$ cat config.mk
export PLATFORM = sky130hd
export DESIGN_NAME = fsb_security_unlock
export DESIGN_NICKNAME = d
export VERILOG_FILES = /design/src/design/fsb_pkg.sv /design/src/design/fsb_security_unlock.sv /design/src/design/fsb_key_byte_cmp.sv
export SDC_FILE = /design/constraint.sdc
export NUM_CORES = 1
export LEC_CHECK = 0
export ABC_AREA = 0
export ABC_CLOCK_PERIOD_IN_PS = 2200
export BUFFER_PORTS_ARGS = -buffer_cell sky130_fd_sc_hd__buf_4
export CAP_MARGIN = 0
export CORE_UTILIZATION = 40
export CTS_CLUSTER_DIAMETER = 120
export CTS_CLUSTER_SIZE = 30
export DETAILED_ROUTE_END_ITERATION = 8
export PLACE_DENSITY_LB_ADDON = 0.25
export REMOVE_ABC_BUFFERS = 1
export SLEW_MARGIN = 20
export SYNTH_ARGS = -nofsm -noshare
export SYNTH_HDL_FRONTEND = slang
export SYNTH_SLANG_ARGS = --single-unit
$ cat constraint.sdc
create_clock -name ref_clk -period 2.2 [get_ports ref_clk]
set_input_delay 0.22 -clock ref_clk [delete_from_list [all_inputs] [get_ports ref_clk]]
set_output_delay 0.22 -clock ref_clk [all_outputs]
set_load 0.03 [all_outputs]
$ cat src/design/fsb_pkg.sv
//----------------------------------------------------------------------
// package
//----------------------------------------------------------------------
// Purpose: constants and types for the flash security and backdoor block
// Assumes: 32-bit classic Wishbone register bus, byte-wide fields in low bits
// Notes: offsets are byte addresses of aligned words
package fsb_pkg;

    localparam int KEY_BYTES = 8;
    localparam int AW = 8;

    // register byte offsets
    localparam logic [AW-1:0] OFS_PROT = 8'h00;
    localparam logic [AW-1:0] OFS_OPT = 8'h04;
    localparam logic [AW-1:0] OFS_STATUS = 8'h08;
    localparam logic [AW-1:0] OFS_CTRL = 8'h0C;
    localparam logic [AW-1:0] OFS_KEY0 = 8'h10;
    localparam logic [AW-1:0] OFS_KEY_LAST = 8'h2C;
    localparam int KEY_IDX_LSB = 2;
    localparam int KEY_IDX_W = 3;

    // option byte fields
    localparam int OPT_KEY_UNLOCK_ENABLE_BIT = 7;
    localparam int OPT_SEC_LSB = 0;
    localparam logic [1:0] SEC_UNSECURED = 2'h2;

    // status bits
    localparam int ST_SECURE = 0;
    localparam int ST_KEY_OPEN = 1;
    localparam int ST_ERASED = 2;
    localparam int ST_BLANK_OPEN = 3;
    localparam int ST_KEY_REJECT = 4;
    localparam int ST_LOADED = 5;

    // control bits
    localparam int CTRL_COMPARE = 0;
    localparam int CTRL_CLR_REJECT = 1;

    // reset values before the nonvolatile copy lands
    localparam logic [7:0] PROT_RST = 8'hFF;
    localparam logic [7:0] OPT_RST = 8'h00;
    localparam logic [31:0] DAT_ZERO = 32'h0000_0000;

    typedef struct packed {
        logic [7:0] prot;
        logic [7:0] opt;
        logic [KEY_BYTES*8-1:0] key;
    } fsb_nv_image_t;

    typedef struct packed {
        logic cpu_secure_code;
        logic debug_access;
    } fsb_source_t;

    typedef struct packed {
        logic mass_erase_done;
        logic blank_check_ok;
    } fsb_erase_evt_t;

endpackage : fsb_pkg

$ cat src/design/fsb_security_unlock.sv
//----------------------------------------------------------------------
// flash security and backdoor unlock
//----------------------------------------------------------------------
// Purpose: working protection/option registers, security state, backdoor key
// Assumes: nonvolatile image, source flags and erase events on ref_clk
// Notes: registers reached over classic Wishbone
//
// Notes on behaviour
// - each reset, copy stored protection and option bytes to working registers
// - backdoor compare key is eight bytes held in nonvolatile flash area
// - matching key disengages security only while key unlock enable is 1
// - key entry accepted only from user code running in secure memory
// - key presented through background debug accesses is always rejected
// - key unlock enable programmed 0 disables the backdoor entirely
// - without key, security lifts only after mass erase then blank check
`timescale 1ns/1ps
`default_nettype none
module fsb_security_unlock
    import fsb_pkg::*;
#(
    parameter int NKEY = KEY_BYTES
)
(
    input wire logic ref_clk,
    input wire logic rst_n,
    input wire logic wb_cyc_i,
    input wire logic wb_stb_i,
    input wire logic wb_we_i,
    input wire logic [AW-1:0] wb_adr_i,
    input wire logic [3:0] wb_sel_i,
    input wire logic [31:0] wb_dat_i,
    output logic wb_ack_o,
    output logic [31:0] wb_dat_o,
    input wire fsb_nv_image_t nv_image,
    input wire fsb_source_t source,
    input wire fsb_erase_evt_t erase_evt,
    output logic [7:0] protection_working_reg,
    output logic [7:0] option_working_reg,
    output logic security_engaged
);

    //------------------------------------------------------------------
    // state
    //------------------------------------------------------------------
    logic loaded;
    logic key_open;
    logic erased;
    logic blank_open;
    logic key_reject;
    logic [7:0] entered_key [NKEY];
    logic [NKEY-1:0] byte_match;
    logic key_match;
    logic sec_locked;
    logic key_unlock_enable;
    logic req;
    logic wr_commit;
    logic trusted;
    logic key_sel;
    logic [KEY_IDX_W-1:0] key_idx;
    logic [AW-1:0] key_off;
    logic compare_go;
    logic clr_reject;
    logic [31:0] next_dat;
    logic [7:0] status_byte;

    assign req = wb_cyc_i & wb_stb_i & loaded;
    assign wr_commit = req & wb_ack_o & wb_we_i & wb_sel_i[0];
    assign trusted = source.cpu_secure_code & ~source.debug_access;
    assign key_sel = (wb_adr_i >= OFS_KEY0) && (wb_adr_i <= OFS_KEY_LAST)
                     && (wb_adr_i[1:0] == 2'h0);
    assign key_off = wb_adr_i - OFS_KEY0;
    assign key_idx = key_off[KEY_IDX_LSB +: KEY_IDX_W];
    assign compare_go = wr_commit && (wb_adr_i == OFS_CTRL)
                        && wb_dat_i[CTRL_COMPARE];
    assign clr_reject = wr_commit && (wb_adr_i == OFS_CTRL)
                        && wb_dat_i[CTRL_CLR_REJECT];
    assign sec_locked = (option_working_reg[OPT_SEC_LSB +: 2] != SEC_UNSECURED);
    assign key_unlock_enable = option_working_reg[OPT_KEY_UNLOCK_ENABLE_BIT];

    //------------------------------------------------------------------
    // key compare
    //------------------------------------------------------------------
    genvar gi;
    generate
        for (gi = 0; gi < NKEY; gi++)
        begin : g_cmp
            fsb_key_byte_cmp #(.W(8)) u_cmp (
                .entered(entered_key[gi]),
                .stored(nv_image.key[gi*8 +: 8]),
                .match(byte_match[gi])
            );
        end
    endgenerate
    assign key_match = &byte_match;

    //------------------------------------------------------------------
    // reset load of working registers
    //------------------------------------------------------------------
    always_ff @(posedge ref_clk or negedge rst_n)
    begin
        if (!rst_n)
        begin
            loaded <= 1'b0;
            protection_working_reg <= PROT_RST;
            option_working_reg <= OPT_RST;
        end
        else if (!loaded)
        begin
            loaded <= 1'b1;
            protection_working_reg <= nv_image.prot;
            option_working_reg <= nv_image.opt;
        end
    end

    //------------------------------------------------------------------
    // key entry bytes
    //------------------------------------------------------------------
    always_ff @(posedge ref_clk or negedge rst_n)
    begin
        if (!rst_n)
        begin
            for (int i = 0; i < NKEY; i++)
            begin
                entered_key[i] <= 8'h00;
            end
        end
        else if (wr_commit && key_sel && trusted)
        begin
            entered_key[key_idx] <= wb_dat_i[7:0];
        end
    end

    //------------------------------------------------------------------
    // backdoor release
    //------------------------------------------------------------------
    always_ff @(posedge ref_clk or negedge rst_n)
    begin
        if (!rst_n)
        begin
            key_open <= 1'b0;
        end
        else if (compare_go && trusted && key_unlock_enable && key_match)
        begin
            key_open <= 1'b1;
        end
    end

    always_ff @(posedge ref_clk or negedge rst_n)
    begin
        if (!rst_n)
        begin
            key_reject <= 1'b0;
        end
        else if (compare_go && !(trusted && key_unlock_enable && key_match))
        begin
            key_reject <= 1'b1;
        end
        else if (clr_reject)
        begin
            key_reject <= 1'b0;
        end
    end

    //------------------------------------------------------------------
    // erase and blank check release
    //------------------------------------------------------------------
    always_ff @(posedge ref_clk or negedge rst_n)
    begin
        if (!rst_n)
        begin
            erased <= 1'b0;
            blank_open <= 1'b0;
        end
        else
        begin
            if (erase_evt.mass_erase_done)
            begin
                erased <= 1'b1;
            end
            if (erase_evt.blank_check_ok && (erased || erase_evt.mass_erase_done))
            begin
                blank_open <= 1'b1;
            end
        end
    end

    //------------------------------------------------------------------
    // security output
    //------------------------------------------------------------------
    always_ff @(posedge ref_clk or negedge rst_n)
    begin
        if (!rst_n)
        begin
            security_engaged <= 1'b1;
        end
        else
        begin
            security_engaged <= ~loaded | (sec_locked & ~key_open & ~blank_open);
        end
    end

    //------------------------------------------------------------------
    // wishbone slave
    //------------------------------------------------------------------
    always_comb
    begin
        status_byte = 8'h00;
        status_byte[ST_SECURE] = security_engaged;
        status_byte[ST_KEY_OPEN] = key_open;
        status_byte[ST_ERASED] = erased;
        status_byte[ST_BLANK_OPEN] = blank_open;
        status_byte[ST_KEY_REJECT] = key_reject;
        status_byte[ST_LOADED] = loaded;
        next_dat = DAT_ZERO;
        case (wb_adr_i)
            OFS_PROT: next_dat[7:0] = protection_working_reg;
            OFS_OPT: next_dat[7:0] = option_working_reg;
            OFS_STATUS: next_dat[7:0] = status_byte;
            default: next_dat = DAT_ZERO;
        endcase
    end

    always_ff @(posedge ref_clk or negedge rst_n)
    begin
        if (!rst_n)
        begin
            wb_ack_o <= 1'b0;
            wb_dat_o <= DAT_ZERO;
        end
        else
        begin
            wb_ack_o <= req & ~wb_ack_o;
            wb_dat_o <= (req & ~wb_ack_o & ~wb_we_i) ? next_dat : DAT_ZERO;
        end
    end

endmodule // fsb_security_unlock
`default_nettype wire

$ cat src/design/fsb_key_byte_cmp.sv
//----------------------------------------------------------------------
// key byte compare
//----------------------------------------------------------------------
// Purpose: compare one entered key byte with one stored key byte
// Assumes: both bytes on the same clock
// Notes: combinational
`timescale 1ns/1ps
`default_nettype none
module fsb_key_byte_cmp
    import fsb_pkg::*;
#(
    parameter int W = 8
)
(
    input wire logic [W-1:0] entered,
    input wire logic [W-1:0] stored,
    output logic match
);
    assign match = (entered == stored);
endmodule // fsb_key_byte_cmp
`default_nettype wire

## Yosys cells after proc, flatten, opt, wreduce, memory -nomap -nowiden

Cells that the tools add are included.
W data, S select, Z words.

- Input port bits: 133
- Register bits after elaboration: 95
- Output and inout bits: 50

- Bitwise gates (word level): 18
- Equality and inequality tests: 12
- Reductions and logical operators: 21
- Magnitude comparators: 4
- Muxes and demuxes: 7
- $add $sub $neg: 1

Operator list:

| kind | number |
|---|---|
| $bwmux W64 | 1 |
| $eq A8 B8 Y1 | 8 |
| $demux W8 S3 | 1 |
| $pmux W8 S3 | 1 |
| $eq A8 B4 Y1 const B | 2 |
| $mux W8 | 2 |
| $logic_and A1 B1 Y1 | 15 |
| $and A1 B1 Y1 | 10 |
| $eq A8 B3 Y1 const B | 1 |
| $ge A8 B5 Y1 const B | 1 |
| $le A8 B6 Y1 const B | 1 |
| $logic_not A8 Y1 | 1 |
| $reduce_and A8 Y1 | 1 |
| $not A1 Y1 | 6 |
| $sub A5 B5 Y5 const B | 1 |
| $ge A4 B4 Y1 const B | 1 |
| $lt A4 B1 Y1 const B | 1 |
| $not A3 Y4 | 1 |
| $logic_not A2 Y1 | 1 |
| $mux W1 | 2 |
| $ne A2 B2 Y1 const B | 1 |
| $reduce_bool A2 Y1 | 1 |
| $logic_not A1 Y1 | 1 |
| $logic_or A1 B1 Y1 | 1 |
| $or A1 B1 Y1 | 1 |

## Longest topological paths before layout

- Word-level depth: 10
- Gate-level depth with buffers: 7

## By module

A second synthesis with hierarchy kept.

- Cells, all modules: 362
- Area, all modules: 4675.7 um2

By module, submodules not included:

| module | instances | area an instance (um2) | seq. area each (um2) | cells each |
|---|---|---|---|---|
| fsb_security_unlock | 1 | 3985.1 | 2388.5 | 274 |
| fsb_key_byte_cmp | 8 | 86.3 | 0.0 | 11 |

## Worst setup path after synthesis

Ideal clock, no wire load.

- Path kind: register to register
- Start point: register wb_ack_o
- End point: register entered_key[48] (netlist name)
- Data arrival time: 1.842 ns
- Setup slack: 0.233 ns
- Setup time: 0.125 ns
- Path buffers: 0
- Cell stages (with the launch flop): 7
- Cell sequence: dfrtp_1 nand3_1 or2_1 nor2_1 nand2_2 nor3b_4 mux2_2

- Longest elaborated chain between the ends: 5

RTL lines:

| item | RTL line | RTL |
|---|---|---|
| start, declared | fsb_security_unlock.sv:32 | `output logic wb_ack_o,` |
| start signal, assigned | fsb_security_unlock.sv:232 | `wb_ack_o <= req & ~wb_ack_o;` |
| $and A1 B1 Y1 (3 in series) | fsb_security_unlock.sv:67 | `assign wr_commit = req & wb_ack_o & wb_we_i & wb_sel_i[0];` |
| $logic_and A1 B1 Y1 (2 in series) | fsb_security_unlock.sv:127 | `else if (wr_commit && key_sel && trusted)` |
| end signal, assigned by index | fsb_security_unlock.sv:129 | `entered_key[key_idx] <= wb_dat_i[7:0];` |
| end, declared | fsb_security_unlock.sv:50 | `logic [7:0] entered_key [NKEY];` |

No other way between the ends.
A chain may end at the register's enable or synchronous reset.

## Worst setup path in the final report

- Start point: register loaded
- End point: register entered_key[40] (netlist name)

- Longest elaborated chain between the ends: 6

RTL lines:

| item | RTL line | RTL |
|---|---|---|
| start, declared | fsb_security_unlock.sv:45 | `logic loaded;` |
| start signal, assigned | fsb_security_unlock.sv:103 | `loaded <= 1'b0;` |
| start signal, assigned | fsb_security_unlock.sv:109 | `loaded <= 1'b1;` |
| $and A1 B1 Y1 | fsb_security_unlock.sv:66 | `assign req = wb_cyc_i & wb_stb_i & loaded;` |
| $and A1 B1 Y1 (3 in series) | fsb_security_unlock.sv:67 |  |
| $logic_and A1 B1 Y1 (2 in series) | fsb_security_unlock.sv:127 |  |

No other way between the ends.

==> results.py <==
metrics = {
    "run_status": {
        "status": "finished, final reports clean",
    },
    "sta": {
        "slew_headroom_pct": 51.8,
        "finalHoldViolCount": 0,
        "final_max_slew_viol_count": 0,
        "period_needed_ns": 1.90,
        "setup_tns_ns": 0,
        "final_min_period_over_clock_period_pct": 86.5,
        "rsz0062_at_grt": "no",
        "setup_violations": 0,
        "fmax_mhz": 525,
        "fin_worst_skew_ns": 0.00680,
        "layout_setup_ws_ns": 0.297,
        "worst_pin_slew_ns": 0.723,
    },
    "detailed_routing": {
        "drt-total-wl_mm": 10.6,
        "drt_first_pass_iters": 5,
        "drt-wirelength-per-cell_um": 16.4,
        "vias_per_cell": 4.95,
        "vias": 3190,
        "ant_nets": 0,
        "drcViolationCount": 0,
        "drt_iter0_drc": 120,
    },
    "finish": {
        "stdcell_count": 644,
        "nNetsFinal": 632,
        "area_growth_pct": 31.9,
        "fillCellCount": 952,
        "largest_reg_flops": 64,
        "num_antenna_cells": 0,
        "drive_gt1_share_pct": 52.0,
        "top_register": "entered_key",
    },
    "cts": {
        "root_buffer": "clkbuf_16",
        "insertion_delay_ns": 0.33,
        "cts_resized": 0,
        "clkSinkCount": 95,
        "cts_buffers": 9,
        "hold_buffers": 1,
        "postCtsSetupBuffers": 0,
        "cts_htree_levels": 3,
        "cts_tree": "built",
        "ctsLongestPathBuffers": 2,
        "cts.clk_slew.worst_paths_ns": 0.07,
    },
    "worst_setup_path": {
        "arrival_ns": 2.12,
        "critPathLaunchType": "register",
        "reg2reg_from": "loaded",
        "worstPathRequired_ns": 2.41,
        "reg2reg_to": "entered_key[40]",
        "end_kind": "register",
        "worstPathMaxFanout": 8,
        "r2r_slack_ns": 0.30,
        "ff2ff_path_depth": 5,
        "path_class": "reg2reg",
    },
    "yosys": {
        "synth_seq_cells": 95,
        "synth_top_family_by_area": "multiplexers",
        "ys.flop_type": "dfrtp_1",
        "synth_fa_ha_area_share_pct": 0,
        "synth-edff-count": 0,
        "synth_compound_area_share_pct": 2.60,
        "synth-xor-area-share_pct": 12.3,
        "synth_simple_gate_area_share_pct": 9.03,
        "synthesis.area_mm2": 0.00462,
        "ys_types": 40,
        "seq_area_frac_synth_pct": 51.7,
        "syn_inst": 350,
        "ys_warn_count": 0,
        "syn_avg_cell_area_um2": 13.2,
        "synth.mux.area_fraction_pct": 19.5,
        "async_flop_share_pct": 100,
    },
    "power_and_ir_drop": {
        "power_density_mw_per_mm2": 643,
        "ir_drop_mv": 0.443,
        "power_leakage_nw": 2.92,
        "switchingPower_uw": 967,
        "pwr-share-comb_pct": 13.1,
        "internal_power_mw": 2.95,
        "sequentialPowerShare_pct": 46.4,
        "p_clk_share_pct": 40.5,
        "switching_share_pct": 24.7,
    },
    "hold_path": {
        "whs_endpoint": "blank_open",
        "holdCritStartpoint": "erase_evt[0]",
        "whs_path_depth": 2,
        "hold_path.class": "in2reg",
    },
    "die": {
        "coreArea_mm2": 0.0110,
        "fp.dieH_um": 109,
        "placementRows": 38,
        "die_width_um": 109,
        "start_util_pct": 41.8,
        "ioPinCount": 183,
        "die-area_mm2": 0.0120,
    },
    "placement": {
        "dp_hpwl_mm": 7.95,
        "post-place-ws_ns": 0.0752,
        "gp_congestion": 0.754,
        "numPortBuffers": 131,
        "dp_cells": 627,
    },
    "global_route": {
        "grt_max_degree": 56,
        "grt.total_usage_pct": 18.6,
        "grt_pass1_vias": 3266,
        "overflow": 0,
        "antenna_found_initial": 0,
        "grt_pass1_wl_mm": 16.5,
    },
    "flow_run": {
        "drv_cap": 0,
    },
}
-- Yosys cell counts (2+ instances only) --
library cell	instances	share of area, %
dfrtp_1	86	47
mux2_2	80	20
xnor2_1	44	8.3
buf_4	25	4.1
xor2_1	21	4.0
nand4_1	13	1.8
nor2_1	13	1.1
dfstp_2	9	5.1
nor4_1	8	1.1
a222oi_1	6	1.3
nand3_1	4	0.43
nand2_1	3	0.24
a22oi_1	2	0.33
buf_2	2	0.22
conb_1	2	0.16
inv_1	2	0.16
nand2_2	2	0.27
nand2b_1	2	0.27
nor2_2	2	0.27
nor2b_1	2	0.27
nor3_1	2	0.22
nor3_4	2	0.70
-- critical path, stage by stage, from the launching register on --
cell and delay [ns]:
dfrtp_1 0.35, nand3_1 0.08, or2_1 0.30, nor4_4 0.38
nand3_2 0.32, mux2_2 0.36
-- power groups by stage --
stage          sequential (mW)  clock [mW]  combinational, mW
4_1_cts                   1.82        1.62              0.520
3_3_place_gp              1.85           0              0.509
3_5_place_dp              1.85           0              0.518
5_1_grt                   1.82        1.69              0.554
2_1_floorplan             1.91           0              0.151
6_report                  1.82        1.58              0.512
-- layout make-up --
cell class                 count  area (um2)  area share [%]
inverter                       2        7.51           0.123
clock inverter                 6        66.3            1.09
clock buffer                  10         239            3.93
timing repair buffer         144        1110            18.2
sequential                    95        2390            39.2
tap                          140         175            2.88
multi-input combinational    247        2100            34.5
-- routing by layer --
metal	share of wire [%]	global-route usage (%)	up-vias
li1	-	-	1502
met1	43	24.0	1585
met2	51	32.3	92
met3	4.5	2.96	11
met4	1.5	5.52	0
met5	0	0	-
-- worst max-delay path by stage --
stage	slack (ns)	depth (start not counted)	from	to
after global placement	0.11	5	wb_adr_i[7]	entered_key[41]
after floorplan	-0.009	6	loaded	entered_key[48]
after detailed placement	0.08	5	wb_adr_i[7]	entered_key[40]
final	0.30	5	loaded	entered_key[40]
after global routing	0.15	7	loaded	entered_key[49]
after CTS	0.28	6	entered_key[51]	key_open
-- metrics by stage --
step / total power [mW] / instance area [um2] / utilization, % / hold slack, ns
after global routing: 4.07 / 6090 / 55.2 / 0.0883
after global placement: 2.36 / 5770 / 52.3 / 0.321
after CTS: 3.95 / 6090 / 55.2 / 0.0856
after floorplan: 2.07 / 4500 / - / -0.0756
final: 3.91 / 6090 / 55.2 / 0.0889
after detailed placement: 2.37 / 5770 / 52.3 / 0.325
-- cells in the final DEF (no fill, tap or decap), drive strengths merged, types with 6 or more instances in the layout --
cell	netlist	final
xor2	21	21
nor4	9	9
a222oi	6	6
xnor2	44	44
clkbuf	1	10
conb	2	25
dfstp	9	9
nand4	13	13
nor2	15	15
mux2	80	80
dfrtp	86	86
buf	28	143
-- kinds of logic (layout without fill, tap and decap cells) --
logic type	Yosys count	in the layout
flip-flops	95	95
multiplexers	80	80
XOR/XNOR	65	65
AND/OR/NAND/NOR	63	63
buffers and inverters	31	162
AO/OA/AOI/OAI	14	14
other	2	25
No activity file was read; power rests on OpenSTA's default activity.
